### src/pkg/dtc_pkg.sv
// Behaviour
// RULE_01: prescale code picks sysclk/12, /4, /48, extclk/8
// RULE_02: timer1 sysclk bit, ignored when pin counting
// RULE_03: timer0 sysclk bit, ignored when pin counting
// RULE_04: bits 7..4 pick timer2/3 byte clocks
// RULE_05: 13-bit mode uses high byte, low bits 4..0
// RULE_06: 13-bit rollover sets overflow flag, interrupt
// RULE_07: pin select counts falling pin edges
// RULE_08: count only when run and gate satisfied
// RULE_09: run bit never clears the count
// RULE_10: timer1 mirrors timer0, gated by second input
// RULE_11: mode 1 counts all sixteen bits
// RULE_12: mode 2 reloads low byte from high
// RULE_13: software presets low byte before mode 2
// RULE_14: split mode low byte uses timer0 controls
// RULE_15: split high byte runs on timer1 run, flag
// RULE_16: split high byte never counts pin events
// RULE_17: timer1 under split: internal clock, no flag
// RULE_18: timer1 mode 3 always stops
// RULE_19: flag interrupts only when enabled
// RULE_20: pin levels held two clocks, quarter rate
// RULE_21: flag cleared by software or by vectoring
// RULE_22: mode codes 00 13-bit, 01 16-bit, 10 reload
// RULE_23: pins synchronised, falling edge gives count pulse
package dtc_pkg;
    // register indices, byte address is four times the index
    localparam logic [9:0] DTC_IDX_RUN = 10'h088;
    localparam logic [9:0] DTC_IDX_MODE = 10'h089;
    localparam logic [9:0] DTC_IDX_TL0 = 10'h08a;
    localparam logic [9:0] DTC_IDX_TL1 = 10'h08b;
    localparam logic [9:0] DTC_IDX_TH0 = 10'h08c;
    localparam logic [9:0] DTC_IDX_TH1 = 10'h08d;
    localparam logic [9:0] DTC_IDX_CLK = 10'h08e;
    localparam logic [9:0] DTC_IDX_IRQ = 10'h090;
    // reset values
    localparam logic [7:0] DTC_RST_BYTE = 8'h00;
    localparam logic [3:0] DTC_RST_IRQ = 4'h0;
    // clock select register fields
    localparam int DTC_CK_T1SYS = 3;
    localparam int DTC_CK_T0SYS = 2;
    localparam int DTC_CK_DIV = 0;
    // run and flag register fields
    localparam int DTC_RN_TF1 = 7;
    localparam int DTC_RN_TR1 = 6;
    localparam int DTC_RN_TF0 = 5;
    localparam int DTC_RN_TR0 = 4;
    // mode register fields
    localparam int DTC_MD_TIMER1_GATE_EN = 7;
    localparam int DTC_MD_CT1 = 6;
    localparam int DTC_MD_M1 = 4;
    localparam int DTC_MD_TIMER0_GATE_EN = 3;
    localparam int DTC_MD_CT0 = 2;
    localparam int DTC_MD_M0 = 0;
    // interrupt control register fields
    localparam int DTC_IQ_ET0 = 0;
    localparam int DTC_IQ_ET1 = 1;
    localparam int DTC_IQ_POLA = 2;
    localparam int DTC_IQ_POLB = 3;
    // mode codes
    localparam logic [1:0] DTC_MODE_13 = 2'b00;
    localparam logic [1:0] DTC_MODE_16 = 2'b01;
    localparam logic [1:0] DTC_MODE_RELOAD = 2'b10;
    localparam logic [1:0] DTC_MODE_SPLIT = 2'b11;
    // prescale codes and divide counts
    localparam logic [1:0] DTC_SCA_12 = 2'b00;
    localparam logic [1:0] DTC_SCA_4 = 2'b01;
    localparam logic [1:0] DTC_SCA_48 = 2'b10;
    localparam logic [1:0] DTC_SCA_EXT = 2'b11;
    localparam logic [5:0] DTC_DIV_12 = 6'h0c;
    localparam logic [5:0] DTC_DIV_4 = 6'h04;
    localparam logic [5:0] DTC_DIV_48 = 6'h30;
    localparam logic [2:0] DTC_EXT_LAST = 3'h7;
    // pin bit positions in the pin vector
    localparam int DTC_PIN_T0 = 0;
    localparam int DTC_PIN_T1 = 1;
    localparam int DTC_PIN_IRQA = 2;
    localparam int DTC_PIN_IRQB = 3;
    localparam int DTC_PIN_EXT = 4;
    localparam int DTC_NPIN = 5;
    // external pins, sampled asynchronously
    typedef struct packed {
        logic ext_clk;
        logic ext_irq_b;
        logic ext_irq_a;
        logic t1_pin;
        logic t0_pin;
    } dtc_pins_t;
    // one counting step of a timer
    typedef struct packed {
        logic [7:0] tl;
        logic [7:0] th;
        logic ovf;
    } dtc_step_t;
endpackage

### src/core/dtc_timers.sv
`timescale 1ns/1ps
module dtc_timers import dtc_pkg::*; (
    input wire logic pclk,
    input wire logic presetn,
    input wire logic psel,
    input wire logic penable,
    input wire logic pwrite,
    input wire logic [11:0] paddr,
    input wire logic [31:0] pwdata,
    output logic [31:0] prdata,
    output logic pready,
    output logic pslverr,
    input wire dtc_pins_t pins,
    input wire logic timer0_irq_ack,
    input wire logic timer1_irq_ack,
    output logic timer0_irq,
    output logic timer1_irq,
    output logic timer1_ovf_pulse,
    output logic timer3_hi_clk_sel,
    output logic timer3_lo_clk_sel,
    output logic timer2_hi_clk_sel,
    output logic timer2_lo_clk_sel
);
    // divide count for a prescale code
    function automatic logic [5:0] dtc_div(input logic [1:0] sca);
        logic [5:0] d;
        d = DTC_DIV_12;
        unique case (sca)
            DTC_SCA_12: d = DTC_DIV_12;
            DTC_SCA_4: d = DTC_DIV_4;
            DTC_SCA_48: d = DTC_DIV_48;
            DTC_SCA_EXT: d = DTC_DIV_12;
        endcase
        return d;
    endfunction

    // one increment of a timer in the given mode
    function automatic dtc_step_t dtc_step(input logic [1:0] mode, input logic [7:0] tl,
                                           input logic [7:0] th);
        logic [13:0] c13;
        logic [16:0] c16;
        logic [8:0] c8;
        dtc_step_t r;
        c13 = {1'b0, th, tl[4:0]} + 14'h0001;
        c16 = {1'b0, th, tl} + 17'h00001;
        c8 = {1'b0, tl} + 9'h001;
        r.tl = tl;
        r.th = th;
        r.ovf = 1'b0;
        unique case (mode) // [RULE_22]
            DTC_MODE_13: begin // upper low bits left as they are [RULE_05]
                r.th = c13[12:5];
                r.tl = {tl[7:5], c13[4:0]};
                r.ovf = c13[13]; // [RULE_06]
            end
            DTC_MODE_16: begin // full sixteen-bit count [RULE_11]
                r.th = c16[15:8];
                r.tl = c16[7:0];
                r.ovf = c16[16];
            end
            DTC_MODE_RELOAD: begin // reload low from high, high kept [RULE_12]
                r.tl = c8[8] ? th : c8[7:0];
                r.ovf = c8[8];
            end
            DTC_MODE_SPLIT: begin // low byte as free 8-bit counter [RULE_14]
                r.tl = c8[7:0];
                r.ovf = c8[8];
            end
        endcase
        return r;
    endfunction

    // apb decode
    logic [9:0] idx; // word index
    logic hit; // mapped word
    logic wr; // write takes effect
    logic [7:0] wb; // write byte
    assign idx = paddr[11:2];
    assign wb = pwdata[7:0];
    assign wr = psel && penable && pwrite && hit;
    always_comb begin
        hit = 1'b0;
        if (paddr[1:0] == 2'b00) begin
            unique case (idx)
                DTC_IDX_RUN, DTC_IDX_MODE, DTC_IDX_TL0, DTC_IDX_TL1,
                DTC_IDX_TH0, DTC_IDX_TH1, DTC_IDX_CLK, DTC_IDX_IRQ: hit = 1'b1;
                default: hit = 1'b0;
            endcase
        end
    end
    assign pready = 1'b1; // no wait states
    assign pslverr = psel && penable && !hit; // unmapped word

    // software-visible state
    logic [7:0] clk_r; // clock select register
    logic [7:0] mode_r; // mode register
    logic [3:0] irq_r; // enables and polarities
    logic tr0_r; // timer0 run
    logic tr1_r; // timer1 run
    logic tf0_r; // timer0 overflow flag
    logic tf1_r; // timer1 overflow flag
    logic [7:0] tl0_r;
    logic [7:0] th0_r;
    logic [7:0] tl1_r;
    logic [7:0] th1_r;

    // configuration registers
    always_ff @(posedge pclk or negedge presetn) begin
        if (!presetn) begin
            clk_r <= DTC_RST_BYTE;
            mode_r <= DTC_RST_BYTE;
            irq_r <= DTC_RST_IRQ;
            tr0_r <= 1'b0;
            tr1_r <= 1'b0;
        end else begin
            if (wr && idx == DTC_IDX_CLK) begin
                clk_r <= wb;
            end
            if (wr && idx == DTC_IDX_MODE) begin
                mode_r <= wb;
            end
            if (wr && idx == DTC_IDX_IRQ) begin
                irq_r <= wb[3:0];
            end
            if (wr && idx == DTC_IDX_RUN) begin // run bits leave counts alone [RULE_09]
                tr0_r <= wb[DTC_RN_TR0];
                tr1_r <= wb[DTC_RN_TR1];
            end
        end
    end

    // timer2/3 byte clock selects go straight out [RULE_04]
    assign timer3_hi_clk_sel = clk_r[7];
    assign timer3_lo_clk_sel = clk_r[6];
    assign timer2_hi_clk_sel = clk_r[5];
    assign timer2_lo_clk_sel = clk_r[4];

    // three-flop pin synchronisers, level accepted once stages two and three agree
    logic [DTC_NPIN-1:0] s1_r; // first stage, read only by s2_r
    logic [DTC_NPIN-1:0] s2_r;
    logic [DTC_NPIN-1:0] s3_r;
    logic [DTC_NPIN-1:0] lvl_r; // accepted level
    logic [DTC_NPIN-1:0] fall_r; // one-cycle falling edge pulse
    always_ff @(posedge pclk or negedge presetn) begin
        if (!presetn) begin
            s1_r <= '0;
            s2_r <= '0;
            s3_r <= '0;
            lvl_r <= '0;
            fall_r <= '0;
        end else begin
            s1_r <= pins;
            s2_r <= s1_r;
            s3_r <= s2_r;
            for (int i = 0; i < DTC_NPIN; i++) begin // levels held two clocks pass [RULE_20]
                if (s2_r[i] == s3_r[i]) begin
                    lvl_r[i] <= s3_r[i];
                end
                fall_r[i] <= lvl_r[i] && (s2_r[i] == s3_r[i]) && !s3_r[i]; // [RULE_23]
            end
        end
    end

    // prescaler: sysclk divider, or external clock edges divided by eight
    logic [1:0] sca;
    logic [5:0] div_cnt_r;
    logic [2:0] ext_cnt_r;
    logic presc_tick; // prescaled clock enable
    assign sca = clk_r[DTC_CK_DIV +: 2];
    always_comb begin
        if (sca == DTC_SCA_EXT) begin // [RULE_01]
            presc_tick = fall_r[DTC_PIN_EXT] && ext_cnt_r == DTC_EXT_LAST;
        end else begin
            presc_tick = div_cnt_r == dtc_div(sca) - 6'h01; // [RULE_01]
        end
    end
    always_ff @(posedge pclk or negedge presetn) begin
        if (!presetn) begin
            div_cnt_r <= '0;
            ext_cnt_r <= '0;
        end else begin
            if (div_cnt_r >= dtc_div(sca) - 6'h01) begin
                div_cnt_r <= '0;
            end else begin
                div_cnt_r <= div_cnt_r + 6'h01;
            end
            if (fall_r[DTC_PIN_EXT]) begin
                ext_cnt_r <= ext_cnt_r + 3'h1;
            end
        end
    end

    // count enables
    logic [1:0] m0;
    logic [1:0] m1;
    logic split; // timer0 in split mode
    logic irqa_act; // gate input a active
    logic irqb_act; // gate input b active
    logic ext_irq_a_tick; // timer0 internal clock
    logic ext_irq_b_tick; // timer1 internal clock
    logic t0_go; // timer0 (or low byte) counts
    logic t0h_go; // split high byte counts
    logic t1_go; // timer1 counts
    assign m0 = mode_r[DTC_MD_M0 +: 2];
    assign m1 = mode_r[DTC_MD_M1 +: 2];
    assign split = m0 == DTC_MODE_SPLIT;
    assign irqa_act = lvl_r[DTC_PIN_IRQA] == irq_r[DTC_IQ_POLA];
    assign irqb_act = lvl_r[DTC_PIN_IRQB] == irq_r[DTC_IQ_POLB]; // [RULE_10]
    assign ext_irq_a_tick = clk_r[DTC_CK_T0SYS] ? 1'b1 : presc_tick; // [RULE_03]
    assign ext_irq_b_tick = clk_r[DTC_CK_T1SYS] ? 1'b1 : presc_tick; // [RULE_02]
    always_comb begin
        // pin edges replace internal clock when pin counting [RULE_07]
        t0_go = (mode_r[DTC_MD_CT0] ? fall_r[DTC_PIN_T0] : ext_irq_a_tick)
            && tr0_r && (!mode_r[DTC_MD_TIMER0_GATE_EN] || irqa_act); // [RULE_08] [RULE_14]
        // split high byte: internal clock only, run from timer1 [RULE_15] [RULE_16]
        t0h_go = split && tr1_r && ext_irq_a_tick;
        if (m1 == DTC_MODE_SPLIT) begin
            t1_go = 1'b0; // [RULE_18]
        end else if (split) begin
            t1_go = ext_irq_b_tick; // internal clock, run by mode only [RULE_17]
        end else begin
            t1_go = (mode_r[DTC_MD_CT1] ? fall_r[DTC_PIN_T1] : ext_irq_b_tick)
                && tr1_r && (!mode_r[DTC_MD_TIMER1_GATE_EN] || irqb_act); // [RULE_10]
        end
    end

    // step results
    dtc_step_t s0;
    dtc_step_t s1;
    logic ovf0; // timer0 overflow event
    logic ovf0h; // split high byte overflow event
    logic ovf1; // timer1 overflow event
    assign s0 = dtc_step(m0, tl0_r, th0_r);
    assign s1 = dtc_step(m1, tl1_r, th1_r);
    assign ovf0 = t0_go && s0.ovf;
    assign ovf0h = t0h_go && th0_r == 8'hff;
    assign ovf1 = t1_go && s1.ovf;

    // timer0 bytes, software write wins over a count
    always_ff @(posedge pclk or negedge presetn) begin
        if (!presetn) begin
            tl0_r <= DTC_RST_BYTE;
            th0_r <= DTC_RST_BYTE;
        end else begin
            if (wr && idx == DTC_IDX_TL0) begin // preset before run [RULE_13]
                tl0_r <= wb;
            end else if (t0_go) begin
                tl0_r <= s0.tl;
            end
            if (wr && idx == DTC_IDX_TH0) begin
                th0_r <= wb;
            end else if (t0h_go) begin
                th0_r <= th0_r + 8'h01; // [RULE_15]
            end else if (t0_go && !split) begin
                th0_r <= s0.th;
            end
        end
    end

    // timer1 bytes
    always_ff @(posedge pclk or negedge presetn) begin
        if (!presetn) begin
            tl1_r <= DTC_RST_BYTE;
            th1_r <= DTC_RST_BYTE;
        end else begin
            if (wr && idx == DTC_IDX_TL1) begin
                tl1_r <= wb;
            end else if (t1_go) begin
                tl1_r <= s1.tl;
            end
            if (wr && idx == DTC_IDX_TH1) begin
                th1_r <= wb;
            end else if (t1_go) begin
                th1_r <= s1.th;
            end
        end
    end

    // overflow flags: hardware set wins over software or vector clear
    logic wr_run;
    logic tf0_set;
    logic tf1_set;
    assign wr_run = wr && idx == DTC_IDX_RUN;
    assign tf0_set = ovf0 || (wr_run && wb[DTC_RN_TF0]);
    assign tf1_set = ovf0h || (ovf1 && !split) || (wr_run && wb[DTC_RN_TF1]); // [RULE_17]
    always_ff @(posedge pclk or negedge presetn) begin
        if (!presetn) begin
            tf0_r <= 1'b0;
            tf1_r <= 1'b0;
        end else begin
            if (tf0_set) begin
                tf0_r <= 1'b1; // [RULE_06]
            end else if (wr_run || timer0_irq_ack) begin
                tf0_r <= 1'b0; // [RULE_21]
            end
            if (tf1_set) begin
                tf1_r <= 1'b1;
            end else if (wr_run || timer1_irq_ack) begin
                tf1_r <= 1'b0; // [RULE_21]
            end
        end
    end

    // timer1 overflow pulse for baud and conversion users
    always_ff @(posedge pclk or negedge presetn) begin
        if (!presetn) begin
            timer1_ovf_pulse <= 1'b0;
        end else begin
            timer1_ovf_pulse <= ovf1; // [RULE_17]
        end
    end

    // interrupt requests
    assign timer0_irq = tf0_r && irq_r[DTC_IQ_ET0]; // [RULE_19]
    assign timer1_irq = tf1_r && irq_r[DTC_IQ_ET1]; // [RULE_19]

    // read data captured in the setup cycle
    always_ff @(posedge pclk or negedge presetn) begin
        if (!presetn) begin
            prdata <= '0;
        end else if (psel && !penable) begin
            prdata <= '0;
            if (paddr[1:0] == 2'b00) begin
                unique case (idx)
                    DTC_IDX_RUN: prdata[7:0] <= {tf1_r, tr1_r, tf0_r, tr0_r, 4'h0};
                    DTC_IDX_MODE: prdata[7:0] <= mode_r;
                    DTC_IDX_TL0: prdata[7:0] <= tl0_r;
                    DTC_IDX_TL1: prdata[7:0] <= tl1_r;
                    DTC_IDX_TH0: prdata[7:0] <= th0_r;
                    DTC_IDX_TH1: prdata[7:0] <= th1_r;
                    DTC_IDX_CLK: prdata[7:0] <= clk_r;
                    DTC_IDX_IRQ: prdata[3:0] <= irq_r;
                    default: prdata <= '0;
                endcase
            end
        end
    end

    logic wr_any;
    assign wr_any = psel && penable && pwrite;
endmodule // dtc_timers

### config.mk
export PLATFORM = sky130hd
export DESIGN_NAME = dtc_timers
export DESIGN_NICKNAME = d
export VERILOG_FILES = /design/src/pkg/dtc_pkg.sv /design/src/core/dtc_timers.sv
export SDC_FILE = /design/constraint.sdc
export NUM_CORES = 1
export LEC_CHECK = 0
export BUFFER_PORTS_ARGS = -buffer_cell sky130_fd_sc_hd__buf_2
export CELL_PAD_IN_SITES_DETAIL_PLACEMENT = 1
export CELL_PAD_IN_SITES_GLOBAL_PLACEMENT = 1
export CORE_MARGIN = 8
export CORE_UTILIZATION = 47
export CTS_CLUSTER_DIAMETER = 100
export DETAILED_ROUTE_END_ITERATION = 8
export PLACE_DENSITY_LB_ADDON = 0.05
export SETUP_SLACK_MARGIN = 0.4
export SKIP_CTS_REPAIR_TIMING = 1
export SLEW_MARGIN = 5
export SYNTH_ARGS = -nofsm -noshare
export SYNTH_HDL_FRONTEND = slang
export SYNTH_SLANG_ARGS = --single-unit
### constraint.sdc
create_clock -name pclk -period 4.3 [get_ports pclk]
set_clock_uncertainty 0.05 [all_clocks]
set_input_delay 0.86 -clock pclk [delete_from_list [all_inputs] [get_ports pclk]]
set_output_delay 0.86 -clock pclk [all_outputs]
set_load 0.01 [all_outputs]
# After elaboration in Yosys (flattened, before gate mapping)
# Cells that the tools add are included.
# totals
reg_bits	123
input_bits	56
out_inout_bits	41
# op_classes
addsub	11
magnitude_cmp	1
n_eq_ne	29
n_mux	37
n_reduce_logical	76
# ops
op	n
$mux 8	12
$eq 10x8->1 const B	8
$pmux 8 s4	2
$pmux 4 s7	2
$logic_and 1x1->1	39
$pmux 6 s3	2
$add 16x1->17 const B	2
$pmux 8 s2	2
$add 13x1->14 const B	2
$add 8x1->9 const B	2
$mux 1	13
$eq 2x2->1 const B	6
$mux 6	2
$sub 6x1->6 const B	2
$logic_not 1->1	10
$reduce_bool 2->1	5
$add 8x1->8 const B	1
$eq 8x8->1 const B	1
$logic_not 2->1	4
$reduce_and 2->1	4
$reduce_or 8->1	1
$eq 1x1->1	7
$logic_or 1x1->1	7
$add 6x1->6 const B	1
10 further kinds	17

# Longest topological paths before layout
# Gate-level depths: netlist of run 1.
# depth
ltp_word	17
mapped_depth	11
depth_no_buf	10

# Worst setup path before layout of run 1
# OpenSTA, ideal clock, no wires.
# synth_timing
path_type	input-to-reg
start	input paddr[10]
end	register mode_r[2]
setup_ns	0.125
t_arrival_ns	2.545
t_required_ns	4.125
path_slack_ns	1.580
path_stages	6
cell_sequence	nor4b_2 > nand3_1 > or3_1 > nor2b_1 > buf_2 > mux2_2
# synth_via
elab_chain_len	6
word_cells_on_any_way	13
classes_between	eq/ne (8); mux (2); reduce/logical (3)
# synth_lines
element	line_no	rtl
from (decl)	dtc_timers.sv:8	input wire logic [11:0] paddr,
$eq 10x8->1 (on tied branches)	dtc_timers.sv:84, dtc_timers.sv:119	
$reduce_or 8->1	dtc_timers.sv:84	unique case (idx)
$mux 1	dtc_timers.sv:84	
$mux 1	dtc_timers.sv:83	if (paddr[1:0] == 2'b00) begin
$logic_and 1x1->1	dtc_timers.sv:80	assign wr = psel && penable && pwrite && hit;
$logic_and 1x1->1 (*)	dtc_timers.sv:119	if (wr && idx == DTC_IDX_MODE) begin
to (signal assigned)	dtc_timers.sv:120	mode_r <= wb;
to (decl)	dtc_timers.sv:96	logic [7:0] mode_r;
# Mark *: on every way between the ends. The rest lies on a longest branch, timed or not.
# A chain may end at the register's enable or synchronous reset.

# Worst setup path in the final report of run 1
# layout_timing
start	register clk_r[0]
end	register tl1_r[4]
# layout_via
elab_chain_len	13
word_cells_on_any_way	16
classes_between	add/sub (1); eq/ne (4); mux (7); reduce/logical (4)
# layout_lines
element	line_no	rtl
from (decl)	dtc_timers.sv:95	logic [7:0] clk_r;
from (signal assigned)	dtc_timers.sv:117	clk_r <= wb;
$eq 2x2->1 (tied with other cells)	dtc_timers.sv:28	unique case (sca)
$pmux 6 s3	dtc_timers.sv:28	
$mux 6	dtc_timers.sv:171	if (sca == DTC_SCA_EXT) begin
$sub 6x1->6	dtc_timers.sv:174	presc_tick = div_cnt_r == dtc_div(sca) - 6'h01;
$eq 6x6->1	dtc_timers.sv:174	
$mux 1 (*)	dtc_timers.sv:171	
$mux 1 (*)	dtc_timers.sv:210	assign ext_irq_b_tick = clk_r[DTC_CK_T1SYS] ? 1'b1 : presc_tick;
$mux 1	dtc_timers.sv:222	t1_go = (mode_r[DTC_MD_CT1] ? fall_r[DTC_PIN_T1] : ext_irq_b_tick)
$logic_and 1x1->1 (2 in series)	dtc_timers.sv:223	&& tr1_r && (!mode_r[DTC_MD_TIMER1_GATE_EN] || irqb_act);
$mux 1 (*)	dtc_timers.sv:219	end else if (split) begin
$mux 1 (*)	dtc_timers.sv:217	if (m1 == DTC_MODE_SPLIT) begin
$reduce_bool 2->1 (no line) (*)	n/a	
to (signal assigned)	dtc_timers.sv:267	tl1_r <= wb;
to (signal assigned)	dtc_timers.sv:269	tl1_r <= s1.tl;
to (decl)	dtc_timers.sv:104	logic [7:0] tl1_r;
# Mark *: on every way between the ends. The rest lies on a longest branch, timed or not. The select of a mux whose other input is x is not followed.

==> flow_summary.json, run 1 <==
{
  "overflow": 0,
  "syn_area_um2": 5620,
  "irDropWorstVdd_mv": 0.235,
  "met1_usage_pct": 28.7,
  "port_buffers": 47,
  "dpl.hpwl_mm": 12.3,
  "p_sw_uw": 762,
  "n_antenna_cell": 0,
  "worst_pin_slew_ps": 972,
  "synthCells": 593,
  "finalSetupViolCount": 0,
  "root_buffer": "clkbuf_16",
  "fin_crit_sh_pct": 71.4,
  "drive_gt1_share_pct": 16.6,
  "synth_seq_cells": 97,
  "top_usage_layer": "met2",
  "path_max_fanout": 6,
  "max_slew_margin_pct": 34.7,
  "grt_first_pass_wirelength_mm": 26.9,
  "die_area_um2": 15700,
  "period_minus_slack_ps": 3070,
  "finalSetupTns_ps": 0,
  "wire_per_inst_um": 21.0,
  "area_growth_pct": 10.1,
  "htreeDepth": 3,
  "die_h_um": 125,
  "worst_hold_slack_ps": 309,
  "layout.nets": 704,
  "clock_latency_ps": 360,
  "grtUsageMet2_pct": 34.7,
  "globalplace.congestion": 0.879,
  "async_reset_ff_share_pct": 100,
  "ant_nets": 0,
  "layout_common_cells": "dfrtp_1 (97), nand2_1 (61), nor2_1 (56)",
  "synth_area_leaders": "dfrtp_1 (43%), mux2_2 (4.8%), nand2_1 (4.1%)",
  "gr-usage-met3_pct": 3.95,
  "comb_power_share_pct": 19.3,
  "arrival_ps": 3230,
  "die_w_um": 125,
  "start_util_pct": 47.4,
  "max_cap_viol_count": 0,
  "grt_util_all_layers_pct": 21.6,
  "dpl_worst_slack_ps": 1150,
  "dpl.cell_count": 769,
  "power_density_nw_per_um2": 381,
  "cts_tree": "yes",
  "core_area_um2": 11900,
  "synth.top_cell.area_share_pct": 43.2,
  "timing.reg2reg.setup_slack_ps": 1230,
  "drt_iter0_markers": 258,
  "drt-pass1-iter-count": 4,
  "synth.distinct_cells": 61,
  "swShare_pct": 32.3,
  "rows": 40,
  "rsz0062_at_grt": "no",
  "fin_cells": 785,
  "p_int_uw": 1600,
  "path_class": "flop to flop",
  "mostFrequentLayoutCell": "dfrtp_1",
  "power_leakage_uw": 0.00274,
  "synth_edf_count": 0,
  "cts.sinks": 97,
  "cts.path.max_buffers": 2,
  "power_frac_seq_pct": 46.8,
  "max_freq_ghz": 0.326,
  "drc": 0,
  "grt_pass1_vias": 4846,
  "synth-main-ff-cell": "dfrtp_1",
  "report.final.slew_viol_count": 0,
  "synth.avg_cell_area_um2": 9.48,
  "startpoint_type": "flop",
  "ys_seq_area_share_pct": 43.2,
  "outcome": "finished, final reports clean",
  "yosysTopAreaCell": "dfrtp_1",
  "hold_class": "flop to flop",
  "end_kind": "flop",
  "grt_max_degree": 45,
  "clk_pin_slew_ps": 70,
  "postRouteWirelength_mm": 16.5,
  "viasPerCell": 5.92,
  "power_frac_clock_pct": 33.9,
  "finalHoldViolations": 0,
  "cts_buffers": 9,
  "num_vias": 4645,
  "worstPathRequired_ps": 4460,
  "yosysWarningCount": 0,
  "antenna_found_initial": 0,
  "top_level_ports": 97,
  "setup_ws_ps": 1230
}
[worst max-delay path: stages (launching register included)]
cell and delay, ps:
dfrtp_1 460, inv_1 110, ha_1 220, inv_1 60, ha_1 290, nand4_1 110
a211oi_2 340, o22ai_1 250, a21oi_1 610, mux2i_1 320, o21ai_0 110
[path summary, 6_finish.rpt]
check	from	to	cells after the start
max in group asynchronous	presetn	th0_r[3]	2
worst max-delay path	clk_r[0]	tl1_r[4]	10
worst min register to register	s1_r[1]	s2_r[1]	0
min in group asynchronous	presetn	div_cnt_r[3]	1
worst min-delay path	s1_r[1]	s2_r[1]	0
worst max register to register	clk_r[0]	tl1_r[4]	10
[cells by family (layout without fill, tap and decap cells)]
family                     count (synthesis)  count (layout)  synth area share [%]
other                                      2              25                 0.134
AOI/OAI and AO/OA                        133             133                  14.9
DFF                                       97              97                  43.2
xor gates and xnor gates                  24              24                  3.74
and+or+nand+nor                          207             207                  18.2
muxes                                     45              45                  9.43
buffers and inverters                     65              87                  6.14
adders and majority gates                 20              20                  4.23
[flip-flops by register name, indices dropped and copies added (netlist names)]
name,cells
th1_r,8
clk_r,8
tf0_r,1
tr0_r,1
tr1_r,1
tf1_r,1
tl0_r,8
s3_r,5
lvl_r,5
mode_r,8
s2_r,5
s1_r,5
ext_cnt_r,3
th0_r,8
div_cnt_r,6
fall_r,3
tl1_r,8
prdata,8
irq_r,4
timer1_ovf_pulse,1
[cells in the mapped netlist, drive strengths merged (6+ instances only)]
| cell | number |
|---|---|
| dfrtp | 97 |
| nor2 | 57 |
| nand3 | 15 |
| nor3b | 10 |
| a22oi | 6 |
| ha | 15 |
| nand2 | 61 |
| xor2 | 9 |
| nand2b | 6 |
| nor3 | 15 |
| a21oi | 38 |
| a31oi | 12 |
| inv | 19 |
| mux2i | 17 |
| and3 | 7 |
| o21ai | 37 |
| xnor2 | 15 |
| mux2 | 24 |
| clkbuf | 14 |
| buf | 32 |
| or3 | 9 |
[stage by stage]
| step | area, um^2 | util [%] | total power, uW |
|---|---|---|---|
| 6_report | 6190 | 52.2 | 2360 |
| 5_1_grt | 6190 | 52.2 | 2500 |
| 4_1_cts | 6190 | 52.2 | 2390 |
| 3_5_place_dp | 5890 | 49.7 | 1580 |
| 3_3_place_gp | 5890 | 49.7 | 1550 |
| 2_1_floorplan | 5710 | - | 1430 |
[power groups by stage]
stage	Clock [uW]	Sequential (uW)	Combinational (uW)
6_report	801	1110	455
5_1_grt	859	1120	523
2_1_floorplan	0	1070	357
4_1_cts	827	1100	460
3_5_place_dp	0	1120	457
3_3_place_gp	0	1110	434
[cell type report]
cell class	count	area, um^2
Clock inverter	7	71.3
Fill cell	1373	5670
Clock buffer	9	225
Inverter	19	71.3
Multi-Input combinational cell	454	2940
Sequential cell	97	2430
Timing Repair Buffer	52	275
Tap cell	147	184
[per-layer routing]
| metal | wire (um) | part of all wire [%] | up-vias |
|---|---|---|---|
| met3 | 979 | 5.9 | 29 |
| met5 | 0 | 0 | - |
| li1 | - | - | 2150 |
| met4 | 414 | 2.5 | 0 |
| met1 | 7090 | 43 | 2341 |
| met2 | 8010 | 49 | 125 |
Note: power is estimated with default switching activity, not from simulation.
==> run 2, diff against run 1 <==
- ABC_AREA: default -> 1
- CORE_UTILIZATION: 47 -> 42
- clock period: 4.3 -> 3.1 ns (I/O delays scaled with it)
==> run 2 against run 1 <==
Net effect:
- sequential cell count unchanged
- count of clock-buffer cells in the layout unchanged
- global-route usage up 1.6 points
- largest power group unchanged
- hold slack worse by 79 ps
- sequential power up 24%
- critical path depth up 5
- register-to-register slack worse by 640 ps
- non-clock buffer count up 4
- setup slack worse by 640 ps
- combinational power down 35%
==> flow_summary.json, run 2 <==
{
  "outcome": "finished, final reports clean",
  "clk_pin_slew_ps": 80,
  "drt_iter0_markers": 355,
  "synth_most_common_cell": "nand2_1",
  "n_antenna_cell": 0,
  "timing.reg2reg.setup_slack_ps": 590,
  "yosysTopAreaCell": "dfrtp_1",
  "arrival_ps": 2700,
  "clock_latency_ps": 360,
  "synthTopCellsByCount": "nand2_1 (292), inv_1 (98), dfrtp_1 (97)",
  "synth_seq_cells": 97,
  "startpoint_type": "flop",
  "dpl.cell_count": 1141,
  "crit_family": "simple AND/OR/NAND/NOR gates",
  "grt_first_pass_wirelength_mm": 36.1,
  "ys_seq_area_share_pct": 37.2,
  "synth-main-ff-cell": "dfrtp_1",
  "start_util_pct": 42.9,
  "end_kind": "flop",
  "cts_buffers": 9,
  "drive_gt1_share_pct": 12.8,
  "path_class": "flop to flop",
  "ant_nets": 0,
  "rows": 45,
  "globalplace.congestion": 0.925,
  "regArea_um2": 2430,
  "yosysWarningCount": 0,
  "reg2reg_depth": 15,
  "crit-reg2reg-launch": "clk_r[0]",
  "antenna_found_initial": 0,
  "async_reset_ff_share_pct": 100,
  "final_area_um2": 7220,
  "grt_util_all_layers_pct": 23.2,
  "area_growth_pct": 10.8,
  "worstPathRequired_ps": 3290,
  "setup_ws_ps": 587,
  "top_level_ports": 97,
  "core_area_um2": 15200,
  "max_slew_margin_pct": 55.1,
  "synth.avg_cell_area_um2": 7.12,
  "layout.nets": 1040,
  "finalSetupViolCount": 0,
  "critical_path_depth": 15,
  "die_area_um2": 19800,
  "dpl.hpwl_mm": 17.7,
  "wire_per_inst_um": 19.2,
  "die_h_um": 141,
  "report.final.slew_viol_count": 0,
  "crit_chain": "inv_1, ha_2, inv_1, ha_1, nand2_1, nor2_1, nand2_1, nand3_1, nand2_1, inv_1, nand2_4, nor2_4, inv_1, nand3_1, nand3_2",
  "die_w_um": 141,
  "drt-pass1-iter-count": 4,
  "path_buf_inv": 4,
  "mostFrequentLayoutCell": "nand2_1",
  "dpl_worst_slack_ps": 312,
  "syn_area_um2": 6520,
  "drc": 0,
  "synth_area_leaders": "dfrtp_1 (37%), nand2_1 (17%), nand3_1 (7.3%)",
  "cts.path.max_buffers": 2,
  "fin_crit_sh_pct": 81.1,
  "synthCells": 916,
  "rsz0062_at_grt": "no",
  "final_util_pct": 47.5,
  "postPlaceCellArea_um2": 6840,
  "num_vias": 6266,
  "period_minus_slack_ps": 2510,
  "layout_common_cells": "nand2_1 (291), inv_1 (98), nand3_1 (95), dfrtp_1 (95), nor2_1 (81)",
  "cp_slowest_cell": "dfrtp_2",
  "postRouteWirelength_mm": 22.4,
  "hold_class": "input pin to async pin",
  "root_buffer": "clkbuf_16",
  "power_density_nw_per_um2": 393,
  "synth.top_cell.area_share_pct": 37.2,
  "path_max_fanout": 10,
  "worst_pin_slew_ps": 673,
  "max_freq_ghz": 0.398,
  "crit_top_cell": "inv_1",
  "fin_cells": 1162,
  "grt_pass1_vias": 6482,
  "cts_tree": "yes",
  "fillers": 1974,
  "htreeDepth": 3,
  "synth_edf_count": 0,
  "overflow": 0,
  "power_leakage_uw": 0.00363,
  "cts.sinks": 97,
  "max_cap_viol_count": 0,
  "max_stage_delay_ps": 450,
  "grt_max_degree": 49,
  "viasPerCell": 5.39,
  "finalHoldViolations": 0,
  "port_buffers": 47,
  "irDropWorstVdd_mv": 0.338,
  "multi_input_area_um2": 3540,
  "synth.distinct_cells": 41,
  "finalSetupTns_ps": 0,
  "r2r-end": "tl1_r[5]"
}
-- run 2: cell types whose count changed in the layout (fill, tap and decap cells not counted), moves of 9 or more --
cell / before / now
nand4_1: 5 / 22
or3_1: 9 / 0
a21oi_1: 38 / 17
mux2_2: 24 / 2
nand3_1: 15 / 95
a31oi_1: 12 / 1
xnor2_1: 15 / 1
mux2i_1: 17 / 0
inv_1: 19 / 98
nand2_1: 61 / 291
nor2_1: 56 / 81
xor2_1: 9 / 20
o21ai_1: 1 / 11
-- run 2: worst max path at each step --
stage,start,end,slack (ps)
2_1_floorplan,clk_r[0],tl1_r[5],970
3_3_place_gp,clk_r[0],th0_r[3],410
3_5_place_dp,clk_r[0],th0_r[7],310
4_1_cts,clk_r[0],th0_r[3],260
5_1_grt,clk_r[0],th1_r[7],400
6_report,clk_r[0],tl1_r[5],590
-- run 2: report_power, final --
group | switching, uW | internal [uW] | total (uW)
registers | 50.5 | 1330 | 1380
clock network | 583 | 571 | 1150
logic | 190 | 106 | 297
-- run 2: layout make-up --
| type | instances | share of cell area (%) |
|---|---|---|
| Inverter | 103 | 5.56 |
| Clock inverter | 7 | 1.04 |
| Timing Repair Buffer | 56 | 4.40 |
| Tap cell | 188 | 3.26 |
| Sequential cell | 97 | 33.7 |
| Multi-Input combinational cell | 702 | 49.0 |
| Clock buffer | 9 | 3.12 |
-- run 2: per-stage QoR --
stage,hold slack [ps],power (uW)
after global routing,277,2960
after floorplan,274,1600
final,229,2830
after detailed placement,288,1710
after global placement,284,1680
after CTS,249,2860
-- run 2: logic make-up (layout without fill, tap and decap cells) --
logic type                 Yosys count  after routing  share of synthesized area (%)
adders and majority gates           20             20                           3.65
buffers and inverters              140            175                           10.4
other                                2             25                          0.115
DFF                                 97             97                           37.2
xor gates and xnor gates            21             21                           2.82
and+or+nand+nor                    538            538                           36.8
muxes                                2              2                          0.345
AOI/OAI and AO/OA                   96             96                           8.62
-- run 2: layer usage --
metal,track usage (%),vias up,share of wire (%)
met5,0,-,0
met4,9.39,0,2.4
met3,3.75,28,5.1
met2,38.3,143,48
met1,29.9,3080,45
li1,-,3015,-
